### src/hw/adcil_pkg.sv
/*
  Constants for the converter interrupt logic: register word indexes,
  field positions, reset values and timing.
  Assumes a single 100 MHz clock.
*/
package adcil_pkg;
  // ------------------------------------------------------------
  // register word indexes (address bits 4..1)
  // ------------------------------------------------------------
  localparam logic [3:0] IDX_INT_MASK = 4'h9;
  localparam logic [3:0] IDX_INT_FLAGS = 4'ha;
  localparam int ADDR_W = 5;
  localparam int DATA_W = 16;
  localparam int BYTE_W = 8;
  // ------------------------------------------------------------
  // fields
  // ------------------------------------------------------------
  localparam int NUM_SRC = 8;
  localparam int TRIG_LSB = 8;
  localparam int TRIG_W = 3;
  localparam int THR_LSB = 11;
  localparam int THR_W = 5;
  localparam int IP_LSB = 8;
  localparam int CNT_LSB = 11;
  localparam int FIFO_CNT_W = 6;
  localparam int SAMPLE_W = 9;
  // ------------------------------------------------------------
  // source bit positions
  // ------------------------------------------------------------
  localparam int SRC_WATCHDOG = 0;
  localparam int SRC_IP_MATCH = 1;
  localparam int SRC_FIFO_LVL = 2;
  localparam int SRC_CAL_SHORT = 3;
  localparam int SRC_CAL_FULL = 4;
  localparam int SRC_PAUSE = 5;
  localparam int SRC_LOW_SUPPLY = 6;
  localparam int SRC_STBY_EXIT = 7;
  // ------------------------------------------------------------
  // reset values
  // ------------------------------------------------------------
  localparam logic [15:0] MASK_RESET = 16'h0000;
  localparam logic [7:0] FLAGS_RESET = 8'h00;
  localparam logic [2:0] TRIG_ZERO = 3'h0;
  localparam logic [4:0] THR_NONE = 5'h00;
  // ------------------------------------------------------------
  // timing
  // ------------------------------------------------------------
  localparam int CLK_PERIOD_NS = 10;
  localparam int STBY_SETTLE_MS = 10;
  localparam int NS_PER_MS = 1000000;
  localparam int STBY_SETTLE_CYCLES = (STBY_SETTLE_MS * NS_PER_MS) / CLK_PERIOD_NS;
endpackage : adcil_pkg

### src/hw/adcil_limit_cmp.sv
/*
  One watchdog limit comparison: signed sample against signed limit,
  direction bit picks above or below. Registered hit pulse.
  Assumes compare strobes come from logic on the same clock.
*/
`timescale 1ns/1ps
`default_nettype none
module adcil_limit_cmp
  import adcil_pkg::*;
(
  input wire logic sys_clk,
  input wire logic reset,
  input wire logic cmp_valid,
  input wire logic signed [adcil_pkg::SAMPLE_W-1:0] sample,
  input wire logic signed [adcil_pkg::SAMPLE_W-1:0] limit,
  input wire logic dir_above,
  output logic hit
);
  // ------------------------------------------------------------
  // compare
  // ------------------------------------------------------------
  logic crossed;

  always_comb begin
    crossed = dir_above ? (sample > limit) : (sample < limit); // [RQ3]
  end

  always_ff @(posedge sys_clk or posedge reset) begin
    if (reset) begin
      hit <= 1'b0;
    end else begin
      hit <= cmp_valid & crossed; // [RQ3]
    end
  end
endmodule : adcil_limit_cmp
`default_nettype wire

### src/hw/adcil_top.sv
/*
  Interrupt collection for the data acquisition converter: eight
  sticky flags, per-source mask, active-low interrupt pin, and the
  mask/trigger and flags/progress registers on the parallel bus.
  Assumes sequencer, FIFO, calibration and config logic on sys_clk;
  supply monitor and bus width strap are asynchronous pins.
*/
`timescale 1ns/1ps
`default_nettype none
// Contract
// (RQ1) eight equal-priority sources; any unmasked one drives the interrupt pin
// (RQ2) host reads flags register once after every mask register write
// (RQ3) watchdog flag when either limit comparison detects a crossing
// (RQ4) instruction-match flag when fetched pointer equals trigger, before execution
// (RQ5) fill-level flag when stored count equals nonzero threshold
// (RQ6) short calibration done sets flag 3
// (RQ7) full calibration done sets flag 4
// (RQ8) fetch of instruction with pause bit sets flag 5
// (RQ9) low supply indication sets flag 6 whenever present
// (RQ10) flag 7 after settling delay following standby exit
// (RQ11) mask bits 0..7 gate flags onto the interrupt pin
// (RQ12) flags set regardless of mask
// (RQ13) trigger zero skips first fetch of instruction 0 after reset
// (RQ14) interrupts never stop the sequencer
// (RQ15) flags clear on flags register read and on reset
// (RQ16) flags register shows pointer in bits 8..10, count in 11..15
// (RQ17) flag bit positions follow source numbering
// (RQ18) reset control clears all flags and rearms first-fetch skip
// (RQ19) interrupt pin low when flags AND mask is nonzero
module adcil_top
  import adcil_pkg::*;
#(
  parameter int SETTLE_CYCLES = adcil_pkg::STBY_SETTLE_CYCLES
) (
  input wire logic sys_clk,
  input wire logic reset,
  input wire logic [adcil_pkg::ADDR_W-1:0] reg_addr,
  input wire logic reg_wr_en,
  input wire logic reg_rd_en,
  input wire logic [adcil_pkg::DATA_W-1:0] reg_wdata,
  output logic [adcil_pkg::DATA_W-1:0] reg_rdata,
  output logic reg_rd_valid,
  input wire logic bus_width_sel,
  input wire logic reset_ctl,
  input wire logic standby_ctl,
  input wire logic seq_running,
  input wire logic [adcil_pkg::TRIG_W-1:0] seq_ip,
  input wire logic fetch_pulse,
  input wire logic [adcil_pkg::TRIG_W-1:0] fetch_ip,
  input wire logic fetch_pause,
  input wire logic [adcil_pkg::FIFO_CNT_W-1:0] fifo_count,
  input wire logic cal_short_done,
  input wire logic cal_full_done,
  input wire logic wd_cmp_valid,
  input wire logic signed [adcil_pkg::SAMPLE_W-1:0] wd_sample,
  input wire logic signed [adcil_pkg::SAMPLE_W-1:0] wd_limit,
  input wire logic wd_dir_above,
  input wire logic supply_low,
  output logic int_n
);
  import adcil_pkg::*;

  localparam int SET_W = $clog2(SETTLE_CYCLES + 1);
  localparam logic [SET_W-1:0] SETTLE_LAST = SET_W'(SETTLE_CYCLES - 1);
  localparam logic [SET_W-1:0] SETTLE_ZERO = '0;
  localparam logic [SET_W-1:0] SETTLE_ONE = SET_W'(1);

  // ------------------------------------------------------------
  // helpers
  // ------------------------------------------------------------
  function automatic logic [DATA_W-1:0] lane_pick(
    input logic [DATA_W-1:0] word, input logic narrow, input logic hi);
    logic [DATA_W-1:0] res;
    res = word;
    if (narrow) begin
      res = {{BYTE_W{1'b0}}, hi ? word[DATA_W-1:BYTE_W] : word[BYTE_W-1:0]};
    end
    return res;
  endfunction : lane_pick

  function automatic logic [DATA_W-1:0] lane_merge(
    input logic [DATA_W-1:0] old, input logic [DATA_W-1:0] wr,
    input logic narrow, input logic hi);
    logic [DATA_W-1:0] res;
    res = wr;
    if (narrow) begin
      res = hi ? {wr[BYTE_W-1:0], old[BYTE_W-1:0]}
               : {old[DATA_W-1:BYTE_W], wr[BYTE_W-1:0]};
    end
    return res;
  endfunction : lane_merge

  // ------------------------------------------------------------
  // pin synchronisers
  // ------------------------------------------------------------
  logic bw_meta_r;
  logic bw_r;
  logic sup_meta_r;
  logic sup_r;
  always_ff @(posedge sys_clk or posedge reset) begin
    if (reset) begin
      bw_meta_r <= 1'b0;
      bw_r <= 1'b0;
      sup_meta_r <= 1'b0;
      sup_r <= 1'b0;
    end else begin
      bw_meta_r <= bus_width_sel;
      bw_r <= bw_meta_r;
      sup_meta_r <= supply_low;
      sup_r <= sup_meta_r;
    end
  end

  // ------------------------------------------------------------
  // address decode
  // ------------------------------------------------------------
  logic [3:0] idx;
  logic hi_lane;
  logic mask_wr;
  logic flags_rd;
  logic flags_clr;
  always_comb begin
    idx = reg_addr[ADDR_W-1:1];
    hi_lane = reg_addr[0];
    mask_wr = reg_wr_en && (idx == IDX_INT_MASK);
    flags_rd = reg_rd_en && (idx == IDX_INT_FLAGS);
    flags_clr = flags_rd && (!bw_r || hi_lane); // [RQ15]
  end

  // ------------------------------------------------------------
  // mask and trigger register
  // ------------------------------------------------------------
  logic [DATA_W-1:0] mask_r;
  logic [TRIG_W-1:0] trig;
  logic [THR_W-1:0] thr;
  always_ff @(posedge sys_clk or posedge reset) begin
    if (reset) begin
      mask_r <= MASK_RESET;
    end else if (mask_wr) begin
      mask_r <= lane_merge(mask_r, reg_wdata, bw_r, hi_lane); // [RQ11]
    end
  end

  always_comb begin
    trig = mask_r[TRIG_LSB +: TRIG_W];
    thr = mask_r[THR_LSB +: THR_W];
  end

  // ------------------------------------------------------------
  // watchdog comparison
  // ------------------------------------------------------------
  logic wd_hit;
  adcil_limit_cmp u_cmp (
    .sys_clk(sys_clk),
    .reset(reset),
    .cmp_valid(wd_cmp_valid),
    .sample(wd_sample),
    .limit(wd_limit),
    .dir_above(wd_dir_above),
    .hit(wd_hit)
  );

  // ------------------------------------------------------------
  // instruction match, first-fetch skip
  // ------------------------------------------------------------
  logic first_zero_r;
  logic ip_hit;
  always_ff @(posedge sys_clk or posedge reset) begin
    if (reset) begin
      first_zero_r <= 1'b1;
    end else if (reset_ctl) begin
      first_zero_r <= 1'b1; // [RQ18]
    end else if (fetch_pulse && fetch_ip == TRIG_ZERO) begin
      first_zero_r <= 1'b0; // [RQ13]
    end
  end

  always_comb begin
    ip_hit = fetch_pulse && (fetch_ip == trig) // [RQ4]
             && !(trig == TRIG_ZERO && first_zero_r); // [RQ13]
  end

  // ------------------------------------------------------------
  // fill level
  // ------------------------------------------------------------
  logic lvl_eq;
  logic lvl_eq_r;
  always_comb begin
    lvl_eq = (thr != THR_NONE) && (fifo_count == {1'b0, thr}); // [RQ5]
  end

  always_ff @(posedge sys_clk or posedge reset) begin
    if (reset) begin
      lvl_eq_r <= 1'b0;
    end else begin
      lvl_eq_r <= lvl_eq;
    end
  end

  // ------------------------------------------------------------
  // standby exit settling
  // ------------------------------------------------------------
  logic stby_prev_r;
  logic settle_busy_r;
  logic [SET_W-1:0] settle_cnt_r;
  logic settle_done;
  always_ff @(posedge sys_clk or posedge reset) begin
    if (reset) begin
      stby_prev_r <= 1'b0;
    end else begin
      stby_prev_r <= standby_ctl;
    end
  end

  always_comb begin
    settle_done = settle_busy_r && (settle_cnt_r == SETTLE_LAST);
  end

  always_ff @(posedge sys_clk or posedge reset) begin
    if (reset) begin
      settle_busy_r <= 1'b0;
      settle_cnt_r <= SETTLE_ZERO;
    end else if (standby_ctl) begin
      settle_busy_r <= 1'b0;
      settle_cnt_r <= SETTLE_ZERO;
    end else if (stby_prev_r) begin
      settle_busy_r <= 1'b1; // [RQ10]
      settle_cnt_r <= SETTLE_ZERO;
    end else if (settle_done) begin
      settle_busy_r <= 1'b0;
    end else if (settle_busy_r) begin
      settle_cnt_r <= settle_cnt_r + SETTLE_ONE;
    end
  end

  // ------------------------------------------------------------
  // sticky flags
  // ------------------------------------------------------------
  logic [NUM_SRC-1:0] set_vec;
  logic [NUM_SRC-1:0] flags_r;
  logic [NUM_SRC-1:0] flags_nxt;
  always_comb begin
    set_vec = '0;
    set_vec[SRC_WATCHDOG] = wd_hit; // [RQ3] [RQ17]
    set_vec[SRC_IP_MATCH] = ip_hit; // [RQ4]
    set_vec[SRC_FIFO_LVL] = lvl_eq && !lvl_eq_r; // [RQ5]
    set_vec[SRC_CAL_SHORT] = cal_short_done; // [RQ6]
    set_vec[SRC_CAL_FULL] = cal_full_done; // [RQ7]
    set_vec[SRC_PAUSE] = fetch_pulse && fetch_pause; // [RQ8]
    set_vec[SRC_LOW_SUPPLY] = sup_r; // [RQ9]
    set_vec[SRC_STBY_EXIT] = settle_done; // [RQ10]
    if (reset_ctl) begin
      flags_nxt = FLAGS_RESET; // [RQ18]
    end else begin
      // set wins over read clear; mask not consulted
      flags_nxt = (flags_r & ~{NUM_SRC{flags_clr}}) | set_vec; // [RQ12] [RQ15]
    end
  end

  always_ff @(posedge sys_clk or posedge reset) begin
    if (reset) begin
      flags_r <= FLAGS_RESET; // [RQ15]
    end else begin
      flags_r <= flags_nxt;
    end
  end

  // ------------------------------------------------------------
  // interrupt pin
  // ------------------------------------------------------------
  // no path back to the sequencer: raising never halts it [RQ14]
  always_ff @(posedge sys_clk or posedge reset) begin
    if (reset) begin
      int_n <= 1'b1;
    end else begin
      int_n <= ~|(flags_r & mask_r[NUM_SRC-1:0]); // [RQ1] [RQ11] [RQ19]
    end
  end

  // ------------------------------------------------------------
  // read port
  // ------------------------------------------------------------
  logic [DATA_W-1:0] flags_word;
  logic [DATA_W-1:0] rd_word;
  always_comb begin
    flags_word = {fifo_count[THR_W-1:0], seq_ip, flags_r}; // [RQ16] [RQ17]
    case (idx)
      IDX_INT_MASK: rd_word = mask_r;
      IDX_INT_FLAGS: rd_word = flags_word;
      default: rd_word = '0;
    endcase
  end

  always_ff @(posedge sys_clk or posedge reset) begin
    if (reset) begin
      reg_rdata <= '0;
      reg_rd_valid <= 1'b0;
    end else begin
      reg_rd_valid <= reg_rd_en;
      if (reg_rd_en) begin
        reg_rdata <= lane_pick(rd_word, bw_r, hi_lane);
      end
    end
  end
endmodule : adcil_top
`default_nettype wire

### config.mk
export PLATFORM = sky130hd
export DESIGN_NAME = adcil_top
export DESIGN_NICKNAME = d
export VERILOG_FILES = /design/src/hw/adcil_pkg.sv /design/src/hw/adcil_limit_cmp.sv /design/src/hw/adcil_top.sv
export SDC_FILE = /design/constraint.sdc
export NUM_CORES = 1
export LEC_CHECK = 0
export BUFFER_PORTS_ARGS = -buffer_cell sky130_fd_sc_hd__buf_4
export CAP_MARGIN = 40
export CORE_UTILIZATION = 35
export CTS_CLUSTER_SIZE = 30
export DETAILED_ROUTE_END_ITERATION = 8
export PLACE_DENSITY = 0.61
export RECOVER_POWER = 50
export SLEW_MARGIN = 20
export SYNTH_ARGS = -nofsm -noshare
export SYNTH_HDL_FRONTEND = slang
export SYNTH_HIERARCHICAL = 1
export SYNTH_SLANG_ARGS = --single-unit
### constraint.sdc
create_clock -name sys_clk -period 2.5 [get_ports sys_clk]
set_clock_uncertainty 0.1 [all_clocks]
set_input_delay 0.5 -clock sys_clk [delete_from_list [all_inputs] [get_ports sys_clk]]
set_output_delay 0.5 -clock sys_clk [all_outputs]
set_load 0.05 [all_outputs]
==> impl_metrics.json, run 1 <==
{
  "outcome": "complete, no violations",
  "cts_max_path_buffers": 2,
  "startpoint": "settle_cnt_r[0]",
  "hold-worst-slack_ns": 0.177,
  "io_pins": 84,
  "worstPathMaxFanout": 5,
  "routed_wirelength_mm": 9.19,
  "antenna_found_initial": 0,
  "place_ws_ns": 0.301,
  "synth_edf_count": 0,
  "fmax_ghz": 0.465,
  "min_path_cells": 1,
  "grt_pass1_vias": 3160,
  "cts_made_buffers": 9,
  "std_cell_rows": 37,
  "yosys-top-cells-area": "dfrtp_1 (47%), mux2_2 (4.9%), a21oi_1 (4.6%)",
  "initial_core_util_pct": 35.9,
  "clock_latency_ns": 0.35,
  "seq_area_frac_synth_pct": 47.9,
  "grt_max_degree": 55,
  "die_y_um": 105,
  "viasPerCell": 5.34,
  "cts.sinks": 71,
  "yosys_warnings": 6,
  "area_growth_pct": 25.9,
  "port_buffers": 82,
  "fp.coreArea_um2": 10300,
  "ys_ff_latch": 71,
  "drc": 0,
  "fin_nets": 529,
  "reg2reg_slack_ns": 0.35,
  "yosys_most_used_dff": "dfrtp_1",
  "slew_viol_final": 0,
  "crit_end": "settle_cnt_r[18]",
  "critPathCaptureType": "register",
  "slew_headroom_pct": 37.0,
  "min_period_over_period_pct": 86.1,
  "worst_pin_slew_ns": 0.944,
  "yosys.area.top_type_share_pct": 46.5,
  "p_leak_uw": 0.00205,
  "synth_cell_types": 57,
  "dp_hpwl_mm": 6.91,
  "cts_tree": "done",
  "setup_tns_ns": 0,
  "yosysMostFrequentCell": "dfrtp_1",
  "routedWlPerCell_um": 15.5,
  "drt_iter0_drc": 200,
  "diodes": 0,
  "dpl_cell_area_um2": 4500,
  "crit_required_ns": 2.63,
  "async_flop_share_pct": 100,
  "gp_congestion": 0.781,
  "drtPass1Iterations": 4,
  "power.density_nw_per_um2": 565,
  "synthTopCellsByCount": "dfrtp_1 (69), a21oi_1 (34), inv_1 (29), nand2_1 (22), nor2_1 (22)",
  "fin_ws_ns": 0.348,
  "htreeDepth": 3,
  "rsz0062_at_grt": "no",
  "grt-ovfl-total": 0,
  "root_buffer": "clkbuf_8",
  "postSynthCellCount": 370,
  "setup_viol": 0,
  "peakVddDrop_mv": 0.212,
  "fin_area_um2": 4670,
  "r2r_cells": 5,
  "finalHoldViolCount": 0,
  "r2r-start": "settle_cnt_r[0]",
  "synth_area_um2": 3710,
  "postCtsSetupRepairBufs": 0,
  "clk_pin_slew_ns": 0.08,
  "critical_path_class": "register to register",
  "final_layout_size_suffix_gt1_share_pct": 29.5,
  "grt_pass1_wl_mm": 15.2,
  "postLayoutCoreUtil_pct": 45.3,
  "die-area_um2": 11000,
  "max_cap_violations": 0,
  "timing.rr.end": "settle_cnt_r[18]",
  "crit_arrival_ns": 2.28,
  "post-route-min-period_ns": 2.15,
  "track_usage_pct": 17.4,
  "hp-class": "input port to register",
  "die_w_um": 105,
  "ant_nets": 0,
  "syn_avg_cell_area_um2": 10.0,
  "post-synth-top-area-cell": "dfrtp_1",
  "crit_path_start_kind": "register",
  "syn_nets": 446,
  "via_count": 3171
}
==> repair_timing <==
item,in CTS,in global routing
endpoints found under the hold margin,1,0
gates resized for setup,0,0
endpoints found under the setup margin,0,0
hold buffers,1,0
==> where the power goes <==
group | leakage, µW | switching (µW) | total, µW | internal, µW
sequential | 0.000936 | 84.1 | 1330 | 1240
clock | 0.0000849 | 454 | 844 | 390
combinational | 0.00103 | 248 | 466 | 218
==> cells by family after synthesis <==
| logic type | after synthesis | share of synthesized area, % |
|---|---|---|
| AOI/OAI and AO/OA | 99 | 17.8 |
| adders and majority gates | 10 | 3.37 |
| xor gates and xnor gates | 10 | 2.36 |
| DFF | 71 | 47.9 |
| and+or+nand+nor | 113 | 17.6 |
| muxes | 20 | 5.93 |
| buffers and inverters | 47 | 5.02 |
==> layout by cell type (no fill, tap or decap), types with 4 or more instances in the layout <==
cell type / Yosys / routed
a21oi_1: 34 / 34
a221oi_1: 8 / 8
a22oi_1: 14 / 14
buf_4: 1 / 82
clkbuf_8: 0 / 10
dfrtp_1: 69 / 69
ha_1: 10 / 10
inv_1: 29 / 29
mux2_2: 16 / 16
mux2i_1: 4 / 4
nand2_1: 22 / 22
nand3_1: 11 / 12
nand3b_1: 4 / 4
nand4_1: 7 / 7
nor2_1: 22 / 22
nor2b_1: 8 / 8
nor3_1: 4 / 4
o21ai_0: 11 / 11
o22ai_1: 8 / 8
o31ai_1: 5 / 5
or3_1: 6 / 6
or4_1: 7 / 7
xnor2_1: 8 / 8
==> per-layer routing <==
| layer | global-route usage (%) | wire, µm | vias up |
|---|---|---|---|
| li1 | - | - | 1526 |
| met1 | 23.5 | 4260 | 1521 |
| met2 | 27.5 | 4240 | 109 |
| met3 | 2.93 | 530 | 15 |
| met4 | 7.14 | 156 | 0 |
| met5 | 0 | 0 | - |
==> critical path, stage by stage, from the launching register on <==
cell	delay [ns]
dfrtp_1	0.42
ha_1	0.26
nand4_1	0.26
nor4_1	0.60
a31oi_1	0.16
a41o_1	0.22
==> worst min-delay path by stage <==
stage	from	to
6_report	supply_low	sup_meta_r
5_1_grt	bus_width_sel	bw_meta_r
4_1_cts	supply_low	sup_meta_r
3_5_place_dp	bw_meta_r	bw_r
3_3_place_gp	bw_meta_r	bw_r
2_1_floorplan	reset	u_cmp/hit
==> sequential cells by signal, summed over array words and instances, names as in the netlist <==
register       count
bw_meta_r          1
bw_r               1
first_zero_r       1
flags_r            8
int_n              1
lvl_eq_r           1
mask_r            16
reg_rd_valid       1
reg_rdata         16
settle_busy_r      1
settle_cnt_r      20
stby_prev_r        1
sup_meta_r         1
sup_r              1
u_cmp/hit          1
==> area by class of cell <==
type | instances | area, µm²
fill | 979 | 5650
sequential | 71 | 1780
multi-input combinational | 252 | 1750
timing repair buffer | 90 | 679
tap | 136 | 170
clock buffer | 10 | 138
inverter | 29 | 109
clock inverter | 6 | 45.0
==> per-stage QoR <==
stage / cells / power [µW]
2_1_floorplan: 370 / 1620
3_3_place_gp: 577 / 1800
3_5_place_dp: 577 / 1820
4_1_cts: 594 / 2670
5_1_grt: 594 / 2770
6_report: 594 / 2640
(Power assumes the default switching activity.)
==> run 2: changes to the inputs <==
- CORE_UTILIZATION: 35 -> 49
- PLACE_DENSITY: 0.61 -> 0.79
==> impl_metrics.json, run 2 (synthesized netlist as in run 1, its figures left out) <==
{
  "outcome": "complete, no violations",
  "drc": 0,
  "die-area_um2": 7930,
  "io_pins": 84,
  "layout_common_cells": "buf_4 (81), dfrtp_1 (69), a21oi_1 (34), inv_1 (28)",
  "path_cells": "ha_1 > nand4_1 > nor4_1 > a31oi_1 > a41o_1",
  "p_switching_uw": 809,
  "timing.critical_path.slowest_cell_delay_ns": 0.67,
  "worstPathMaxFanout": 5,
  "hold-worst-slack_ns": 0.174,
  "combPwrFrac_pct": 17.3,
  "drtPass1Iterations": 5,
  "diodes": 0,
  "peakVddDrop_mv": 0.255,
  "final_layout_size_suffix_gt1_share_pct": 29.2,
  "postCtsSetupRepairBufs": 0,
  "dp_hpwl_mm": 6.24,
  "seq_power_share_pct": 49.9,
  "std_cell_rows": 31,
  "hp-class": "input port to register",
  "critical_path_class": "register to register",
  "ant_nets": 0,
  "max_cap_violations": 0,
  "post-route-min-period_ns": 2.22,
  "grt_pass1_vias": 2974,
  "antenna_found_initial": 0,
  "via_count": 3190,
  "cts_max_path_buffers": 2,
  "p_leak_uw": 0.00204,
  "final_common_cell": "buf_4",
  "rsz0062_at_grt": "no",
  "postLayoutCoreUtil_pct": 63.2,
  "fin_area_um2": 4610,
  "worst_pin_slew_ns": 0.940,
  "largestRegisters": "settle_cnt_r: 20 flops, mask_r: 16 flops, reg_rdata: 16 flops",
  "die_y_um": 89.0,
  "critPathCaptureType": "register",
  "clockPowerShare_pct": 32.8,
  "cts.sinks": 71,
  "cts_tree": "done",
  "htreeDepth": 3,
  "area_growth_pct": 24.2,
  "intPower_uw": 1840,
  "grt_pass1_wl_mm": 14.0,
  "min_period_over_period_pct": 88.9,
  "clock_latency_ns": 0.35,
  "path_buf_inv": 0,
  "finalHoldViolCount": 0,
  "place_ws_ns": 0.311,
  "grt-ovfl-total": 0,
  "fp.coreArea_um2": 7290,
  "regMostFlops": "settle_cnt_r",
  "gp_congestion": 0.867,
  "power.density_nw_per_um2": 575,
  "setup_tns_ns": 0,
  "largest_reg_flops": 20,
  "die_w_um": 89.0,
  "crit_path_start_kind": "register",
  "port_buffers": 82,
  "initial_core_util_pct": 50.9,
  "slew_headroom_pct": 37.3,
  "routedWlPerCell_um": 15.2,
  "cts_made_buffers": 9,
  "p_sw_share_pct": 30.5,
  "crit_arrival_ns": 2.36,
  "routed_wirelength_mm": 8.41,
  "crit_path_top_delay_cell": "nor4_1",
  "fmax_ghz": 0.450,
  "fin_ws_ns": 0.278,
  "crit_required_ns": 2.64,
  "slew_viol_final": 0,
  "drt_iter0_drc": 204,
  "grt_max_degree": 71,
  "track_usage_pct": 23.2,
  "viasPerCell": 5.75,
  "root_buffer": "clkbuf_8",
  "clk_pin_slew_ns": 0.08,
  "fin_nets": 527,
  "critPathTopFamily": "simple AND/OR/NAND/NOR gates",
  "dpl_cell_area_um2": 4440,
  "setup_viol": 0
}
[run 2: cell count changes in the layout (fill, tap and decap cells not counted), sizes merged]
cell / delta
buf: -2
clkbuf: -1
clkinv: +1
clkinvlp: -2
inv: +2
[run 2: per-layer routing]
layer  global-route usage [%]  vias to the layer above  share of wire, %
li1                         -                     1524                 -
met1                     31.9                     1551                46
met2                     36.4                      109                47
met3                     5.72                        6               5.8
met4                     7.07                        0               1.1
met5                        0                        -                 0
[run 2: worst reg2reg max path, cell delays in order, from the launching register on]
cell and delay [ns]:
dfrtp_1 0.41, ha_1 0.26, nand4_1 0.28, nor4_1 0.67, a31oi_1 0.17, a41o_1 0.23
[run 2: final timing paths]
check	from	endpoint	slack [ns]	depth (start not counted)
worst max-delay path	settle_cnt_r[0]	settle_cnt_r[18]	0.28	5
worst min register to register	bw_meta_r	bw_r	0.25	0
worst max register to register	settle_cnt_r[0]	settle_cnt_r[18]	0.28	5
min in group asynchronous	reset	u_cmp/hit	0.44	3
worst min-delay path	supply_low	sup_meta_r	0.17	1
max in group asynchronous	reset	mask_r[9]	0.79	4
[run 2: area by class of cell]
class	instances	area [µm²]
Fill cell	616	2680
Sequential cell	71	1780
Multi-Input combinational cell	252	1760
Timing Repair Buffer	88	652
Clock buffer	9	124
Tap cell	99	124
Inverter	29	109
Clock inverter	7	65.1
[run 2: repair_timing]
item,CTS,global route
hold endpoints to repair,1,0
gates resized for setup,0,0
endpoints found under the setup margin,0,0
hold buffers,1,0
[run 2: per-stage QoR]
stage          std cells  power [µW]
2_1_floorplan        370        1620
3_3_place_gp         538        1790
3_5_place_dp         538        1810
4_1_cts              555        2670
5_1_grt              555        2780
6_report             555        2650
[run 2: power by group through the flow]
stage | clock, µW | sequential, µW | combinational, µW
6_report | 868 | 1320 | 458
5_1_grt | 940 | 1340 | 506
4_1_cts | 886 | 1320 | 466
3_5_place_dp | 0 | 1350 | 463
3_3_place_gp | 0 | 1340 | 449
2_1_floorplan | 0 | 1390 | 225
==> run 3: changes to the inputs <==
- CORE_ASPECT_RATIO: unset -> 1.4
==> impl_metrics.json, run 3 (synthesized netlist as in run 1, its figures left out) <==
{
  "outcome": "complete, no violations",
  "die_w_um": 75.6,
  "critical_path_class": "register to register",
  "fmax_ghz": 0.467,
  "setup_viol": 0,
  "final_layout_size_suffix_gt1_share_pct": 28.9,
  "fin_ws_ns": 0.361,
  "cts-resized-gates": 0,
  "std_cell_rows": 37,
  "cts_made_buffers": 9,
  "io_pins": 84,
  "slew_viol_final": 0,
  "largestRegisters": "settle_cnt_r: 20 flops, mask_r: 16 flops, reg_rdata: 16 flops",
  "final_common_cell": "buf_4",
  "intPower_uw": 2120,
  "grt-ovfl-total": 0,
  "seq_power_share_pct": 45.7,
  "area_growth_pct": 25.5,
  "combPwrFrac_pct": 16.0,
  "fill_cells": 600,
  "track_usage_pct": 24.1,
  "fin_nets": 528,
  "drt_iter0_drc": 199,
  "place_ws_ns": 0.342,
  "grt_pass1_wl_mm": 14.4,
  "port_buffers": 82,
  "drtPass1Iterations": 5,
  "fp.coreArea_um2": 7360,
  "ant_nets": 0,
  "regMostFlops": "settle_cnt_r",
  "crit_arrival_ns": 2.30,
  "rsz0062_at_grt": "no",
  "peakVddDrop_mv": 0.342,
  "grt_max_degree": 56,
  "postCtsSetupRepairBufs": 0,
  "diodes": 0,
  "post-route-min-period_ns": 2.14,
  "finalHoldViolCount": 0,
  "hp-class": "input port to register",
  "crit_path_start_kind": "register",
  "postLayoutCoreUtil_pct": 63.3,
  "cts_max_path_buffers": 2,
  "viasPerCell": 5.78,
  "clk_pin_slew_ns": 0.08,
  "dpl_cell_area_um2": 4440,
  "dp_hpwl_mm": 6.64,
  "fin_area_um2": 4660,
  "min_period_over_period_pct": 85.6,
  "critPathCaptureType": "register",
  "largest_reg_flops": 20,
  "root_buffer": "clkbuf_8",
  "p_sw_share_pct": 26.7,
  "layout_common_cells": "buf_4 (82), dfrtp_1 (69), a21oi_1 (34), inv_1 (29)",
  "routed_wirelength_mm": 8.87,
  "drc": 0,
  "worst_pin_slew_ns": 0.902,
  "max_cap_violations": 0,
  "slew_headroom_pct": 39.9,
  "crit_required_ns": 2.66,
  "setup_tns_ns": 0,
  "cts.sinks": 71,
  "p_leak_uw": 0.00208,
  "die_y_um": 105,
  "clockPowerShare_pct": 38.3,
  "initial_core_util_pct": 50.4,
  "worstPathMaxFanout": 6,
  "routedWlPerCell_um": 16.0,
  "cts_hold_buf": 1,
  "grt_pass1_vias": 3183,
  "power.density_nw_per_um2": 621,
  "cts_tree": "done",
  "total_power_uw": 2890,
  "p_switching_uw": 772,
  "clock_latency_ns": 0.35,
  "via_count": 3200,
  "die-area_um2": 7930,
  "htreeDepth": 3,
  "antenna_found_initial": 0,
  "gp_congestion": 0.813
}
==> run 3: changes by cell type in the layout (fill, tap and decap cells not counted), sizes merged <==
cell and change:
bufinv +3, clkinvlp -1, clkbuf +1, buf +1
inv -3
==> run 3: metrics by stage <==
stage               std cells  hold slack [ns]
finish                    554            0.175
global route              554            0.155
CTS                       554            0.130
detailed placement        537            0.236
global placement          537            0.234
floorplan                 370            0.129
==> run 3: final timing paths <==
check,start,to,slack (ns),cells after the start
setup / recovery,settle_cnt_r[6],settle_cnt_r[5],0.36,4
hold / removal,supply_low,sup_meta_r,0.17,1
setup reg to reg,settle_cnt_r[6],settle_cnt_r[5],0.36,4
hold reg to reg,sup_meta_r,sup_r,0.25,0
max in group asynchronous,reset,settle_cnt_r[15],0.43,4
min in group asynchronous,reset,u_cmp/hit,0.43,3
==> run 3: power by group through the flow <==
stage	clock network (µW)	logic, µW	registers [µW]
2_1_floorplan	0	225	1390
3_3_place_gp	0	456	1340
3_5_place_dp	0	470	1340
4_1_cts	1130	473	1320
5_1_grt	1170	511	1330
6_report	1110	464	1320
==> run 3: final cells by class <==
class                           count  area, µm²  share of cell area, %
Clock buffer                       10        128                   2.74
Clock inverter                      6        109                   2.34
Inverter                           29        109                   2.34
Multi-Input combinational cell    252       1750                   37.6
Sequential cell                    71       1780                   38.2
Tap cell                           97        121                   2.61
Timing Repair Buffer               89        659                   14.2
==> run 3: critical path, stage by stage (launching register included) <==
cell	delay, ns
dfrtp_1	0.45
or4b_4	0.59
nor4_4	0.47
a21oi_2	0.18
a311oi_2	0.26
==> run 3: per-layer routing <==
layer / vias up / track usage [%] / wire length, µm
met2: 112 / 42.2 / 4990
met4: 0 / 9.26 / 182
met3: 18 / 7.43 / 433
li1: 1522 / - / -
met5: - / 0 / 0
met1: 1548 / 26.1 / 3260
